<file path="src/bfc_map.svh">
// register offsets, field positions, reset values and decode constants of the forwarding control block
`ifndef BFC_MAP_SVH
`define BFC_MAP_SVH

`define BFC_OFF_CTL 5'h00
`define BFC_OFF_CMD 5'h04
`define BFC_OFF_STS 5'h08
`define BFC_OFF_CLR 5'h0C
`define BFC_OFF_IEN 5'h10

`define BFC_CTL_ISA 2
`define BFC_CTL_VGA 3
`define BFC_CTL_FULL 4
`define BFC_CTL_MAM 5
`define BFC_CMD_IO 0
`define BFC_CMD_MEM 1

`define BFC_CTL_RST 4'h0
`define BFC_CMD_RST 2'h0
`define BFC_STS_RST 4'h0
`define BFC_IEN_RST 4'h0

`define BFC_EV_MA 0
`define BFC_EV_UR 1
`define BFC_EV_DNBLK 2
`define BFC_EV_UPBLK 3

`define BFC_ABORT_DATA 32'hFFFF_FFFF
`define BFC_MEM_LO 32'h000A_0000
`define BFC_MEM_HI 32'h000B_FFFF
`define BFC_IO_A_LO 10'h3B0
`define BFC_IO_A_HI 10'h3BB
`define BFC_IO_B_LO 10'h3C0
`define BFC_IO_B_HI 10'h3DF
`define BFC_IO_UPPER 16'h0000
`define BFC_IO_ALIAS_FREE 2'h0
`define BFC_DISPLAY_HI 6'h00

`endif

</file>
<file path="src/bfc_pkg.sv">
// types of the forwarding control block
package bfc_pkg;

  typedef struct packed {
    logic master_abort_reply_mode;
    logic full;
    logic vga;
    logic legacy_io_alias_block;
  } ctl_t;

  typedef struct packed {
    ctl_t ctl;
    logic [1:0] cmd;
    logic [3:0] sts;
    logic [3:0] ien;
    logic ack;
    logic [31:0] rdata;
    logic dn_done;
    logic dn_fwd;
    logic up_done;
    logic up_fwd;
    logic abt_done;
    logic [31:0] abt_rdata;
    logic ur_cpl;
    logic discard;
    logic err_sig;
    logic tgt_abort;
  } st_t;

endpackage

</file>
<file path="src/bridge_fwd_ctrl.sv">
// forwarding decode and abort reply control of the bridge, with its Avalon-MM register slave
// Operation
// - mode clear: aborted reads return all ones, aborted writes are dropped silently
// - mode set: PCI master abort gives an unsupported request completion upstream
// - mode set: unsupported request completion from PCIe target-aborts the PCI cycle, unless a master abort comes in the same cycle
// - mode set also signals errors on master aborted posted writes
// - full decode clear ignores I/O bits 15:10; set includes them
// - full decode matters only while legacy display forwarding is enabled
// - display forwarding claims primary memory A0000h-BFFFFh and forwards downstream
// - display forwarding passes primary I/O ports 3B0h-3BBh, 3C0h-3DFh, upper half zero
// - display forwarding ignores alias block bit and all base/limit windows
// - display I/O needs I/O space enable, display memory needs memory space enable
// - display forwarding off: such addresses pass only inside a configured window
// - alias filtering applies only inside the I/O window and below 64 KB
// - alias block set: upper 768 bytes of each 1 KB not forwarded downstream
// - alias block set: upper 768 bytes of each 1 KB forwarded upstream
// - alias block clear: every I/O address in the window goes downstream while I/O space is enabled
//
// The Avalon-MM slave port and the placing of the registers were left to the implementer.
`timescale 1ns/10ps
`include "bfc_map.svh"

module bridge_fwd_ctrl (
  input wire logic CLK,
  input wire logic RST_N,
  input wire logic [4:0] AVS_ADDRESS,
  input wire logic AVS_READ,
  input wire logic AVS_WRITE,
  input wire logic [3:0] AVS_BYTEENABLE,
  input wire logic [31:0] AVS_WRITEDATA,
  output logic [31:0] AVS_READDATA,
  output logic AVS_WAITREQUEST,
  input wire logic DN_REQ,
  input wire logic DN_IO,
  input wire logic [31:0] DN_ADDR,
  input wire logic DN_IN_WIN,
  output logic DN_DONE,
  output logic DN_FWD,
  input wire logic UP_REQ,
  input wire logic UP_IO,
  input wire logic [31:0] UP_ADDR,
  input wire logic UP_IN_WIN,
  output logic UP_DONE,
  output logic UP_FWD,
  input wire logic MA_EVT,
  input wire logic MA_READ,
  input wire logic MA_POSTED,
  input wire logic UR_EVT,
  input wire logic UR_READ,
  output logic ABT_DONE,
  output logic [31:0] ABT_RDATA,
  output logic UR_CPL,
  output logic WR_DISCARD,
  output logic ERR_SIG,
  output logic TGT_ABORT,
  output logic IRQ
);

  bfc_pkg::st_t st_r;
  bfc_pkg::st_t st_nxt;

  function automatic logic disp_io_hit(input logic [31:0] a, input logic full);
    logic lo_ok;
    lo_ok = (a[9:0] >= `BFC_IO_A_LO && a[9:0] <= `BFC_IO_A_HI) ||
            (a[9:0] >= `BFC_IO_B_LO && a[9:0] <= `BFC_IO_B_HI);
    disp_io_hit = lo_ok && a[31:16] == `BFC_IO_UPPER &&
                  (!full || a[15:10] == `BFC_DISPLAY_HI);
  endfunction

  function automatic logic disp_mem_hit(input logic [31:0] a);
    disp_mem_hit = a >= `BFC_MEM_LO && a <= `BFC_MEM_HI;
  endfunction

  // upper 768 bytes of a 1 KB block inside the first 64 KB
  function automatic logic alias_hit(input logic [31:0] a);
    alias_hit = a[31:16] == `BFC_IO_UPPER && a[9:8] != `BFC_IO_ALIAS_FREE;
  endfunction

  logic acc;
  logic wr_ok;
  logic [3:0] ev_set;
  logic [3:0] ev_clr;
  logic dn_disp;
  logic dn_alias_blk;
  logic up_disp;
  logic up_alias_fwd;

  assign acc = (AVS_READ || AVS_WRITE) && !st_r.ack;
  assign wr_ok = AVS_WRITE && st_r.ack && AVS_BYTEENABLE[0];

  always_comb begin
    st_nxt = st_r;
    ev_set = 4'h0;
    ev_clr = 4'h0;
    dn_disp = 1'b0;
    dn_alias_blk = 1'b0;
    up_disp = 1'b0;
    up_alias_fwd = 1'b0;

    // bus slave: one wait state, read data is sampled while ack is low, a write is taken while ack is high
    st_nxt.ack = acc;
    st_nxt.rdata = 32'h0000_0000;
    if (AVS_READ && !st_r.ack) begin
      unique case (AVS_ADDRESS)
        `BFC_OFF_CTL: begin
          st_nxt.rdata[`BFC_CTL_MAM] = st_r.ctl.master_abort_reply_mode;
          st_nxt.rdata[`BFC_CTL_FULL] = st_r.ctl.full;
          st_nxt.rdata[`BFC_CTL_VGA] = st_r.ctl.vga;
          st_nxt.rdata[`BFC_CTL_ISA] = st_r.ctl.legacy_io_alias_block;
        end
        `BFC_OFF_CMD: begin
          st_nxt.rdata[1:0] = st_r.cmd;
        end
        `BFC_OFF_STS: begin
          st_nxt.rdata[3:0] = st_r.sts;
        end
        `BFC_OFF_IEN: begin
          st_nxt.rdata[3:0] = st_r.ien;
        end
        default: begin
          st_nxt.rdata = 32'h0000_0000;
        end
      endcase
    end
    // writes land at the completing edge, so every decode begun after it sees them
    if (wr_ok) begin
      unique case (AVS_ADDRESS)
        `BFC_OFF_CTL: begin
          st_nxt.ctl.master_abort_reply_mode = AVS_WRITEDATA[`BFC_CTL_MAM];
          st_nxt.ctl.full = AVS_WRITEDATA[`BFC_CTL_FULL];
          st_nxt.ctl.vga = AVS_WRITEDATA[`BFC_CTL_VGA];
          st_nxt.ctl.legacy_io_alias_block = AVS_WRITEDATA[`BFC_CTL_ISA];
        end
        `BFC_OFF_CMD: begin
          st_nxt.cmd = AVS_WRITEDATA[1:0];
        end
        `BFC_OFF_CLR: begin
          ev_clr = AVS_WRITEDATA[3:0];
        end
        `BFC_OFF_IEN: begin
          st_nxt.ien = AVS_WRITEDATA[3:0];
        end
        default: begin
          ev_clr = 4'h0;
        end
      endcase
    end

    // downstream decode, primary to secondary
    st_nxt.dn_done = DN_REQ;
    st_nxt.dn_fwd = 1'b0;
    if (DN_REQ) begin
      if (DN_IO) begin
        dn_disp = st_r.ctl.vga && disp_io_hit(DN_ADDR, st_r.ctl.full);
        dn_alias_blk = st_r.ctl.legacy_io_alias_block && DN_IN_WIN && alias_hit(DN_ADDR);
        if (dn_disp) begin
          st_nxt.dn_fwd = st_r.cmd[`BFC_CMD_IO];
        end else begin
          st_nxt.dn_fwd = st_r.cmd[`BFC_CMD_IO] && DN_IN_WIN && !dn_alias_blk;
          ev_set[`BFC_EV_DNBLK] = dn_alias_blk;
        end
      end else begin
        dn_disp = st_r.ctl.vga && disp_mem_hit(DN_ADDR);
        if (dn_disp) begin
          st_nxt.dn_fwd = st_r.cmd[`BFC_CMD_MEM];
        end else begin
          st_nxt.dn_fwd = st_r.cmd[`BFC_CMD_MEM] && DN_IN_WIN;
        end
      end
    end

    // upstream decode, secondary to primary: inverse of the downstream windows
    st_nxt.up_done = UP_REQ;
    st_nxt.up_fwd = 1'b0;
    if (UP_REQ) begin
      if (UP_IO) begin
        up_disp = st_r.ctl.vga && disp_io_hit(UP_ADDR, st_r.ctl.full);
        up_alias_fwd = st_r.ctl.legacy_io_alias_block && UP_IN_WIN && alias_hit(UP_ADDR);
      end else begin
        up_disp = st_r.ctl.vga && disp_mem_hit(UP_ADDR);
      end
      if (up_disp) begin
        st_nxt.up_fwd = 1'b0;
        ev_set[`BFC_EV_UPBLK] = 1'b1;
      end else if (up_alias_fwd) begin
        st_nxt.up_fwd = 1'b1;
      end else begin
        st_nxt.up_fwd = !UP_IN_WIN;
      end
    end

    // abort replies
    st_nxt.abt_done = MA_EVT || UR_EVT;
    st_nxt.ur_cpl = 1'b0;
    st_nxt.discard = 1'b0;
    st_nxt.err_sig = 1'b0;
    st_nxt.tgt_abort = 1'b0;
    st_nxt.abt_rdata = 32'h0000_0000;
    if (MA_EVT) begin
      ev_set[`BFC_EV_MA] = 1'b1;
      if (st_r.ctl.master_abort_reply_mode) begin
        st_nxt.ur_cpl = 1'b1;
        st_nxt.err_sig = MA_POSTED && !MA_READ;
      end else if (MA_READ) begin
        st_nxt.abt_rdata = `BFC_ABORT_DATA;
      end else begin
        st_nxt.discard = 1'b1;
      end
    end else if (UR_EVT) begin
      ev_set[`BFC_EV_UR] = 1'b1;
      if (st_r.ctl.master_abort_reply_mode) begin
        st_nxt.tgt_abort = 1'b1;
      end else if (UR_READ) begin
        st_nxt.abt_rdata = `BFC_ABORT_DATA;
      end else begin
        st_nxt.discard = 1'b1;
      end
    end

    // an event in the cycle of its clear stays set
    st_nxt.sts = (st_r.sts & ~ev_clr) | ev_set;
  end

  always_ff @(posedge CLK) begin
    if (!RST_N) begin
      st_r <= '0;
      st_r.ctl <= `BFC_CTL_RST;
      st_r.cmd <= `BFC_CMD_RST;
      st_r.sts <= `BFC_STS_RST;
      st_r.ien <= `BFC_IEN_RST;
    end else begin
      st_r <= st_nxt;
    end
  end

  assign AVS_WAITREQUEST = (AVS_READ || AVS_WRITE) && !st_r.ack;
  assign AVS_READDATA = st_r.rdata;
  assign DN_DONE = st_r.dn_done;
  assign DN_FWD = st_r.dn_fwd;
  assign UP_DONE = st_r.up_done;
  assign UP_FWD = st_r.up_fwd;
  assign ABT_DONE = st_r.abt_done;
  assign ABT_RDATA = st_r.abt_rdata;
  assign UR_CPL = st_r.ur_cpl;
  assign WR_DISCARD = st_r.discard;
  assign ERR_SIG = st_r.err_sig;
  assign TGT_ABORT = st_r.tgt_abort;
  assign IRQ = |(st_r.sts & st_r.ien);
endmodule

</file>
<file path="config.mk">
export PLATFORM = sky130hd
export DESIGN_NAME = bridge_fwd_ctrl
export DESIGN_NICKNAME = d
export VERILOG_FILES = /design/src/bfc_pkg.sv /design/src/bridge_fwd_ctrl.sv
export VERILOG_INCLUDE_DIRS = /design/src /design/src/src
export SDC_FILE = /design/constraint.sdc
export NUM_CORES = 1
export LEC_CHECK = 0
export ABC_AREA = 1
export BUFFER_PORTS_ARGS = -buffer_cell sky130_fd_sc_hd__buf_2
export CORE_ASPECT_RATIO = 0.75
export CORE_MARGIN = 10
export CORE_UTILIZATION = 39
export CTS_BUF_LIST = sky130_fd_sc_hd__clkbuf_2
export CTS_CLUSTER_SIZE = 20
export DETAILED_ROUTE_END_ITERATION = 10
export PLACE_DENSITY = 0.84
export SYNTH_ARGS = -nofsm -noshare
export SYNTH_HDL_FRONTEND = slang
export SYNTH_SLANG_ARGS = --single-unit
</file>
<file path="constraint.sdc">
create_clock -name CLK -period 1.35 [get_ports CLK]
set_clock_uncertainty 0.05 [all_clocks]
set_input_delay 0 -clock CLK [delete_from_list [all_inputs] [get_ports CLK]]
set_output_delay 0 -clock CLK [all_outputs]
set_load 0.01 [all_outputs]
</file>
Word level (Yosys, flattened, before mapping)
Index checks and enable logic that the tools add are counted.

cells by class
  bitwise logic cells = 7
  equality and inequality tests = 4
  mux-type cells = 33
  order comparisons = 12
  reductions and logical operators = 57

operators with widths
  cell                  number
  $mux 32               6
  $ge 32x20->1 const B  2
  $le 32x20->1 const B  2
  $ge 10x10->1 const B  4
  $le 10x10->1 const B  4
  $logic_not 16->1      2
  $logic_and 1x1->1     28
  $mux 1                23
  $logic_not 6->1       2
  $pmux 2 s3            2
  $reduce_and 2->1      6
  $eq 5x4->1 const B    2
  $and 4x4->4           2
  $mux 4                2
  $logic_or 1x1->1      6
  $reduce_and 3->1      2
  $reduce_or 3->1       2
  $eq 5x3->1 const B    1
  $eq 5x5->1 const B    1
  $logic_not 1->1       5
  $logic_not 5->1       1
  $not 4->4             1
  $or 4x4->4            1
  $reduce_bool 2->1     2
  other kinds (2)       4

storage, ports and cells
  input port bits = 120
  word-level logic and storage cells = 134
  flip-flop bits (word level) = 88
  output and inout bits = 75

Longest topological paths before layout
Gate-level depths: netlist (run 1).

  word-level depth = 11
  mapped depth = 9
  depth with buffers taken out = 9

Worst setup path before layout (run 1)
OpenSTA, ideal clock, no wires.

  kind = register to output
  start point = register ABT_RDATA[30] (netlist name)
  end point = output ABT_RDATA[0]
  slack = 0.275 ns
  arrival = 1.025 ns
  path buffers = 1
  data required time = 1.300 ns
  cell stages (with the launch flop) = 2
  cell sequence = dfxtp_1 buf_4

RTL lines
  item              RTL line               text
  end: declaration  bridge_fwd_ctrl.sv:51  output logic [31:0] ABT_RDATA,

Final worst setup path (run 1)
  start point = input RST_N
  end point = register st_r (netlist bit DN_DONE)

RTL lines
  item                    RTL line                text
  start: declaration      bridge_fwd_ctrl.sv:25   input wire logic RST_N,
  end signal: assignment  bridge_fwd_ctrl.sv:232  st_r <= st_nxt;
  end: declaration        bridge_fwd_ctrl.sv:59   bfc_pkg::st_t st_r;

No word-level cell between the ends.

==> results of run 1 <==
layer usage:
layer,vias to the layer above,share of wire,global-route usage
met5,-,0,0
met1,997,0.38,0.156
met4,0,0.027,0.0491
met3,16,0.10,0.0588
met2,110,0.49,0.259
li1,1200,-,-
flip-flops by register name, summed over array words and instances (netlist names):
signal,count
TGT_ABORT,1
WR_DISCARD,1
ABT_DONE,1
UP_FWD,1
st_r,15
DN_FWD,1
ABT_RDATA,1
UP_DONE,1
AVS_READDATA,6
DN_DONE,1
UR_CPL,1
ERR_SIG,1
report_power, final:
part	switching, mW	leakage (nW)	internal, mW
Clock	0.325	0.0404	0.305
Combinational	0.270	1.35	0.257
Sequential	0.00970	0.253	0.932
worst max-delay path by stage:
stage	startpoint	endpoint	slack (ns)	cells after the start
after floorplan	ABT_RDATA[30]	ABT_RDATA[0]	0.28	1
after global placement	st_r[85]	DN_FWD	0.16	8
after detailed placement	st_r[85]	DN_FWD	0.13	8
after CTS	st_r[87]	ERR_SIG	0.03	5
after global routing	RST_N	DN_DONE	0.002	6
final	RST_N	DN_DONE	0.02	6
Yosys cell counts:
library cell  count
o21ai_0           8
a211oi_2          4
nand2_2           1
o31ai_1           2
conb_1            1
nor3_2            1
a31oi_1           2
or2_2             1
nand4_1           4
clkinv_1          1
inv_2             1
nand4_2           1
nand3_2           1
nand4_4           1
o211ai_1          2
nor2_4            4
nand3_1          14
buf_4            64
a21oi_1          12
a31o_2            1
nor3_1            3
nand3_4           1
nor2_1           48
nor4_1            1
nand2_1          70
buf_2             2
inv_1            36
dfxtp_1          31
layout make-up:
type,instances,area share
sequential,31,0.206
inverter,38,0.0477
multi-input combinational,208,0.325
antenna,3,0.00247
timing repair buffer,180,0.367
clock inverter,3,0.0128
tap,75,0.0309
clock buffer,5,0.00823
worst max-delay path, cell delays in order:
cell and delay (ns):
buf_2 0.11, buf_4 0.15, dlygate4sd3_1 0.59, nand2_1 0.10, dlygate4sd3_1 0.55, inv_1 0.04
kinds of logic after synthesis:
| family | share of synthesized area |
|---|---|
| flops | 0.289 |
| buf+inv | 0.295 |
| compound gates | 0.0938 |
| simple gates | 0.321 |
| other cells | 0.00175 |
metrics by stage:
stage | total power [mW] | util | cells
3_5_place_dp | 1.39 | 0.478 | 490
5_1_grt | 2.22 | 0.571 | 543
2_1_floorplan | 1.28 | - | 343
4_1_cts | 2.10 | 0.569 | 540
3_3_place_gp | 1.38 | 0.478 | 490
6_report | 2.10 | 0.571 | 543
repair_timing:
| item | in CTS | in global routing |
|---|---|---|
| endpoints found under the hold margin | 31 | 1 |
| setup buffers | 0 | 1 |
| hold buffers | 42 | 1 |
| resized for setup | 0 | 6 |
| endpoints found under the setup margin | 0 | 4 |
==> out/qor.yml, run 1 <==
cells_and_area:
  layout-drive-gt1-share: 0.359
  layout_commonest_cell: "buf_2"
  regArea_um2: 626
  final_cell_area_um2: 3040
  fillers: 485
  final_nets: 584
  syn2layout_area_growth_pct: 41.7
  layout_common_cells: "buf_2 (135), nand2_1 (70), nor2_1 (47), dlygate4sd3_1 (41), inv_1 (35)"
  multi_input_area_um2: 990
min_path:
  hp-class: "in -> reg"
  hp-start: "AVS_ADDRESS[0]"
  holdPathEnd: "AVS_READDATA[5]"
  min_delay_path_depth: 6
floorplan:
  fp.dieW_um: 106
  pin_count: 195
  core-area_um2: 5320
  start_util: 0.403
  dieArea_um2: 8900
  rows: 23
  die_h_um: 84.3
global_route:
  grtUsageTotal: 0.147
  grt_overflow: 0
  grt_pass1_wl_mm: 11.0
  grt_pass1_vias: 2371
  grt_max_degree: 33
  antenna_found_initial: 3
logic_synthesis:
  synth_top_area_cell: "dfxtp_1"
  avgSynthCellArea_um2: 6.75
  yosysSeqAreaShare: 0.289
  synth_cell_types: 28
  synthCells: 318
  yosysWarnings: 0
  netlist_top_cells_area: "dfxtp_1 (29%), buf_4 (22%), nand2_1 (12%)"
  yosysTopAreaCellShare: 0.289
  synth_area_um2: 2150
  ys_seq_elements: 31
cts:
  cts_tree: "built"
  clock_path_buffers: 2
  path_clk_slew_ns: 0.18
  root_buffer: "clkbuf_2"
  clk-insertion-delay-late_ns: 0.36
  clock_sinks: 31
  cts_buffers: 5
  htree_levels: 2
sta:
  drv_slew: 0
  setup_tns_ns: 0
  max_freq_mhz: 753
  setup_viol: 0
  fin_crit_sh: 0.983
  finalCriticalPeriod_ns: 1.33
  rsz0062_at_grt: "false"
  finalHoldViolations: 0
  holdWs_ns: 0.0195
  setup_slack_ns: 0.0227
drt:
  wire_per_inst_um: 13.0
  viasPerCell: 4.28
  drt_iter0_drc: 113
  drcViolationCount: 0
  drt_pre_antenna_iters: 4
  vias: 2323
  route.antenna.remaining_nets: 0
  wl_mm: 7.08
worst_setup_path:
  reg2reg_to: "TGT_ABORT"
  r2r_cells: 3
  required_ns: 1.56
  start_kind: "primary input"
  cp.arrival_ns: 1.54
  end_kind: "flip-flop"
  ff2ff_setup_slack_ns: 0.10
  r2r-start: "st_r[87]"
  crit_fanout: 6
  path_class: "in -> reg"
power:
  ir_worst_vdd_v: 0.000369
  powerDensity_nw_per_um2: 690
  p_leak_nw: 1.64
outcome:
  status: "completed"
placed_design:
  io_buffers: 135
  place.gp.congestion: 0.839
  dp_slack_ns: 0.130
  dp_hpwl_mm: 5.35
  dpl_cell_area_um2: 2540
job:
  drv_cap: 0
Note: power is estimated with default switching activity, not from simulation.
==> run 2, diff against run 1 <==
--- a/config.mk
+++ b/config.mk
@@ -10,11 +10,11 @@
 export BUFFER_PORTS_ARGS = -buffer_cell sky130_fd_sc_hd__buf_2
 export CORE_ASPECT_RATIO = 0.75
 export CORE_MARGIN = 10
-export CORE_UTILIZATION = 39
+export CORE_UTILIZATION = 35
 export CTS_BUF_LIST = sky130_fd_sc_hd__clkbuf_2
 export CTS_CLUSTER_SIZE = 20
 export DETAILED_ROUTE_END_ITERATION = 10
-export PLACE_DENSITY = 0.84
+export PLACE_DENSITY = 0.76
 export SYNTH_ARGS = -nofsm -noshare
 export SYNTH_HDL_FRONTEND = slang
 export SYNTH_SLANG_ARGS = --single-unit
==> run 2 against run 1 <==
Compared with the run above:
- total power is 8.6% lower
- setup slack gained 0.072 ns
- die area grew 8.9%
- wire length shrank 3.2%
- global-route usage is 1.5 points lower
- clock power down 26%
- register-to-register slack hardly changed
- sequential power hardly changed
==> out/qor.yml, run 2 (synthesized netlist as in run 1, its figures left out) <==
global_route:
  grt_overflow: 0  # unchanged
  grt_max_degree: 33  # unchanged
  antenna_found_initial: 0  # -3
  grt_pass1_vias: 2273  # -4.1%
  grtUsageTotal: 0.132  # -0.0150
  grt_pass1_wl_mm: 10.6  # -3.6%
min_path:
  hp-class: "in -> reg"
drt:
  drt_iter0_drc: 82  # -27%
  viasPerCell: 4.16  # -2.8%
  wire_per_inst_um: 12.8  # -1.7%
  route.antenna.remaining_nets: 0  # unchanged
  wl_mm: 6.86  # -3.2%
  drt_pre_antenna_iters: 4  # unchanged
  vias: 2224  # -4.3%
  drcViolationCount: 0  # unchanged
power:
  powerDensity_nw_per_um2: 655  # -5.1%
  intPower_mw: 1.32  # -12%
  p_leak_nw: 1.60  # -2.6%
  pwr-share-seq: 0.492  # +0.044
  p_clk_frac: 0.244  # -0.056
  combPwrFrac: 0.264  # +0.013
  ir_worst_vdd_v: 0.000447  # +21%
  finalPower_mw: 1.92  # -8.6%
  power_switching_uw: 600  # -0.83%
  switching_share: 0.313  # +0.0246
placed_design:
  dp_hpwl_mm: 5.66  # +5.8%
  io_buffers: 135  # unchanged
  place.gp.congestion: 0.863  # +2.8%
  place_inst: 493  # +0.61%
cts:
  clk-insertion-delay-late_ns: 0.37  # about the same
  clock_path_buffers: 2  # unchanged
  cts_buffers: 5  # unchanged
  root_buffer: "clkbuf_2"
  cts_tree: "built"
  clock_sinks: 31  # unchanged
  htree_levels: 2  # unchanged
  path_clk_slew_ns: 0.17  # about the same
sta:
  fin_crit_sh: 0.930  # -0.0530
  drv_slew: 0  # unchanged
  max_freq_mhz: 796  # +5.7%
  finalCriticalPeriod_ns: 1.26  # -0.0716 ns
  setup_viol: 0  # unchanged
  rsz0062_at_grt: "false"
  finalHoldViolations: 0  # unchanged
  setup_tns_ns: 0  # unchanged
floorplan:
  pin_count: 195  # unchanged
  die_h_um: 87.8  # +4.2%
  core-area_um2: 5890  # +11%
  start_util: 0.365  # -0.0385
  rows: 24  # +4.3%
  fp.dieW_um: 110  # +4.5%
  dieArea_um2: 9700  # +8.9%
cells_and_area:
  syn2layout_area_growth_pct: 36.5
  layout_commonest_cell: "buf_2"
  fin_cells: 535  # -1.5%
  layout_common_cells: "buf_2 (135), nand2_1 (70), nor2_1 (47), inv_1 (36), dlygate4sd3_1 (34)"
  largest_register_ffs: 15  # unchanged
  largest-register: "st_r"
  fillers: 616  # +27%
  post-route-util: 0.498  # -0.0735
  n_antenna_cell: 0  # -3
  layout-drive-gt1-share: 0.361  # +0.00191
  final_nets: 576  # -1.4%
worst_setup_path:
  crit_fanout: 5  # -1
  end_kind: "flip-flop"
  r2r_cells: 3  # unchanged
  start_kind: "flip-flop"
  cp.arrival_ns: 1.52  # -0.02 ns
  r2r-start: "st_r[87]"
  critPathLaunch: "st_r[87]"
  ff2ff_setup_slack_ns: 0.09  # about the same
  path_class: "reg -> reg"
  required_ns: 1.62  # +0.06 ns
  cp-endpoint: "TGT_ABORT"
  reg2reg_to: "TGT_ABORT"
outcome:
  status: "completed"
job:
  drv_cap: 0  # unchanged
## run 2: power by group through the flow
stage               logic [mW]  clock network (mW)  registers [mW]
finish                   0.506               0.469           0.943
global route             0.561               0.519           0.947
CTS                      0.501               0.475           0.943
detailed placement       0.428                   0           0.963
global placement         0.414                   0           0.962
floorplan                0.306                   0           0.977
## run 2: per-stage QoR
step | instance area (um^2) | hold WS, ns | worst slack, ns
2_1_floorplan | 2240 | 0.0215 | 0.275
3_3_place_gp | 2550 | 0.124 | 0.154
3_5_place_dp | 2550 | 0.129 | 0.156
4_1_cts | 2930 | 0.000186 | 0.0377
5_1_grt | 2930 | 0.00592 | 0.00920
6_report | 2930 | 0.00723 | 0.0943
## run 2: layer usage
| layer | track usage | routed length, um | vias up |
|---|---|---|---|
| met5 | 0 | 0 | - |
| met4 | 0.0248 | 29 | 0 |
| met3 | 0.0471 | 558 | 4 |
| met2 | 0.243 | 3520 | 86 |
| met1 | 0.145 | 2750 | 954 |
| li1 | - | - | 1180 |
## run 2: cell type report
class / count / area (um^2) / area share
multi-input combinational: 208 / 990 / 0.338
inverter: 38 / 143 / 0.0487
sequential: 31 / 622 / 0.212
tap: 78 / 97.6 / 0.0333
clock inverter: 1 / 5.00 / 0.00171
timing repair buffer: 172 / 1040 / 0.354
clock buffer: 7 / 35.0 / 0.0120
## run 2: worst min path at each step
stage	start	cells past startpoint	to
after global placement	MA_READ	2	ERR_SIG
after floorplan	MA_READ	1	ERR_SIG
after CTS	UP_ADDR[29]	8	UP_FWD
after global routing	RST_N	5	AVS_READDATA[2]
after detailed placement	MA_READ	2	ERR_SIG
final	UP_ADDR[29]	8	UP_FWD
## run 2: worst max-delay path, stage by stage (launching register included)
cell	delay, ns
dfxtp_1	0.35
inv_1	0.08
nor3_1	0.17
dlygate4sd3_1	0.56
## run 2: timing repair
action                                  CTS  global route
endpoints found under the setup margin    0             2
hold buffers                             34             1
endpoints found under the hold margin    31             1
gates resized for setup                   0             2
buffers inserted                          0             0
==> run 3, diff against run 2 <==
--- a/config.mk
+++ b/config.mk
@@ -14,7 +14,7 @@
 export CTS_BUF_LIST = sky130_fd_sc_hd__clkbuf_2
 export CTS_CLUSTER_SIZE = 20
 export DETAILED_ROUTE_END_ITERATION = 10
-export PLACE_DENSITY = 0.76
+export PLACE_DENSITY = 0.73
 export SYNTH_ARGS = -nofsm -noshare
 export SYNTH_HDL_FRONTEND = slang
 export SYNTH_SLANG_ARGS = --single-unit
==> run 3 against run 2 <==
Compared with the run above:
- cell area shrank 2.5%
- combinational power shrank 4%
- clock-buffer cell count shrank 2
- global-route usage shrank 0.81 points
- die area is the same
- first-iteration DRC count grew 29%
- total power shrank 4.1%
- sequential power is essentially flat
- sequential share of layout area grew 0.55 points
- wire length shrank 5.2%
- critical endpoint unchanged
- highest routed layer unchanged
==> out/qor.yml, run 3 (synthesized netlist as in run 1, its figures left out) <==
drt:
  viasPerCell: 4.23  # +1.7%
  wire_per_inst_um: 12.3  # -3.8%
  route.antenna.remaining_nets: 0  # unchanged
  vias: 2227  # +0.13%
  drt_iter0_drc: 106  # +29%
  wl_mm: 6.50  # -5.2%
  drcViolationCount: 0  # unchanged
  drt_pre_antenna_iters: 4  # unchanged
power:
  p_leak_nw: 1.56  # -2.1%
  powerDensity_nw_per_um2: 644  # -1.6%
  ir_worst_vdd_v: 0.000298  # -33%
cells_and_area:
  layout-drive-gt1-share: 0.370  # +0.00866
  fin_cells: 527  # -1.5%
  largest-register: "st_r"
  syn2layout_area_growth_pct: 33.0
  largest_register_ffs: 15  # unchanged
  layout_common_cells: "buf_2 (134), nand2_1 (70), nor2_1 (46), inv_1 (35), dfxtp_1 (30)"
  n_antenna_cell: 0  # unchanged
  layout_commonest_cell: "buf_2"
  final_nets: 569  # -1.2%
  post-route-util: 0.485  # -0.0125
placed_design:
  dp_hpwl_mm: 5.57  # -1.6%
  io_buffers: 135  # unchanged
  place_inst: 494  # +0.20%
  dp_slack_ns: 0.166  # +0.0105 ns
  place.gp.congestion: 0.852  # -1.2%
floorplan:
  start_util: 0.365  # unchanged
  rows: 24  # unchanged
  die_h_um: 87.8  # unchanged
  dieArea_um2: 9700  # unchanged
  fp.dieW_um: 110  # unchanged
  pin_count: 195  # unchanged
  core-area_um2: 5890  # unchanged
cts:
  root_buffer: "clkbuf_2"
  cts_post_setup_buffers_inserted: 0  # unchanged
  clk-insertion-delay-late_ns: 0.34  # -0.03 ns
  cts_tree: "built"
  clock_path_buffers: 2  # unchanged
  htree_levels: 2  # unchanged
  path_clk_slew_ns: 0.16  # about the same
  cts_buffers: 5  # unchanged
  clock_sinks: 31  # unchanged
worst_setup_path:
  start_kind: "flip-flop"
  cp_top_family: "buffers and inverters"
  slowest_delay_ns: 0.57  # about the same
  end_kind: "flip-flop"
  required_ns: 1.60  # -0.02 ns
  path_buf_inv: 2  # unchanged
  path_class: "reg -> reg"
  critPathLaunch: "st_r[87]"
  cp_slowest_cell: "dlygate4sd3_1"
  r2r-start: "st_r[87]"
  path_cells: "inv_2 -> nor3_1 -> dlygate4sd3_1"
  cp.arrival_ns: 1.49  # -0.03 ns
  crit_fanout: 5  # unchanged
sta:
  finalCriticalPeriod_ns: 1.24  # -0.0180 ns
  setup_tns_ns: 0  # unchanged
  fin_crit_sh: 0.917  # -0.0133
  setup_slack_ns: 0.112  # +0.0180 ns
  rsz0062_at_grt: "false"
  finalHoldViolations: 0  # unchanged
  max_freq_mhz: 808  # +1.5%
  drv_slew: 0  # unchanged
  setup_viol: 0  # unchanged
global_route:
  grt_overflow: 0  # unchanged
  grt_max_degree: 33  # unchanged
  grt_pass1_vias: 2195  # -3.4%
  grtUsageTotal: 0.124  # -0.00810
  grt_pass1_wl_mm: 10.1  # -4.5%
  antenna_found_initial: 0  # unchanged
job:
  drv_cap: 0  # unchanged
outcome:
  status: "completed"
min_path:
  hp-class: "in -> reg"
  hp-start: "RST_N"
-- run 3: through the flow --
step / power, mW / instance area, um^2 / hold WS [ns]
2_1_floorplan: 1.28 / 2240 / 0.0215
3_5_place_dp: 1.39 / 2550 / 0.133
3_3_place_gp: 1.38 / 2550 / 0.131
5_1_grt: 1.95 / 2860 / 0.0218
6_report: 1.84 / 2860 / 0.0216
4_1_cts: 1.85 / 2850 / 0.00140
-- run 3: report_power, final --
group	internal, mW	total [mW]	switching (mW)	leakage [nW]
combinational	0.229	0.487	0.258	1.28
clock	0.110	0.409	0.299	0.0262
sequential	0.933	0.944	0.0104	0.253
-- run 3: layer usage --
layer	global-route usage	up-vias	wire, um
met5	0	-	0
met4	0.0236	0	64
met3	0.0560	6	619
met2	0.217	102	3120
met1	0.138	954	2700
li1	-	1165	-
-- run 3: what timing repair did --
action,4_1_cts,5_1_grt
endpoints found under the setup margin,0,1
endpoints found under the hold margin,31,1
hold buffers,26,1
gates resized for setup,0,5
-- run 3: worst reg2reg max path: cells and delay by family, from the launching register on --
family                 cells  cell delay (ns)
buffers and inverters      2             0.62
DFF                        1             0.35
and+or+nand+nor            1             0.18
-- run 3: area by class of cell --
| cell class | instances | area, um^2 |
|---|---|---|
| inverter | 38 | 143 |
| sequential | 31 | 622 |
| multi-input combinational | 208 | 992 |
| clock inverter | 2 | 8.76 |
| clock buffer | 5 | 25.0 |
| tap | 78 | 97.6 |
| fill | 618 | 3030 |
| timing repair buffer | 165 | 968 |
-- run 3: path summary, 6_finish.rpt --
kind         depth (start not counted)  slack [ns]         to
max                                  3        0.11  TGT_ABORT
min                                  4        0.02   st_r[87]
max reg2reg                          3        0.11  TGT_ABORT
min reg2reg                          2        0.44   st_r[77]
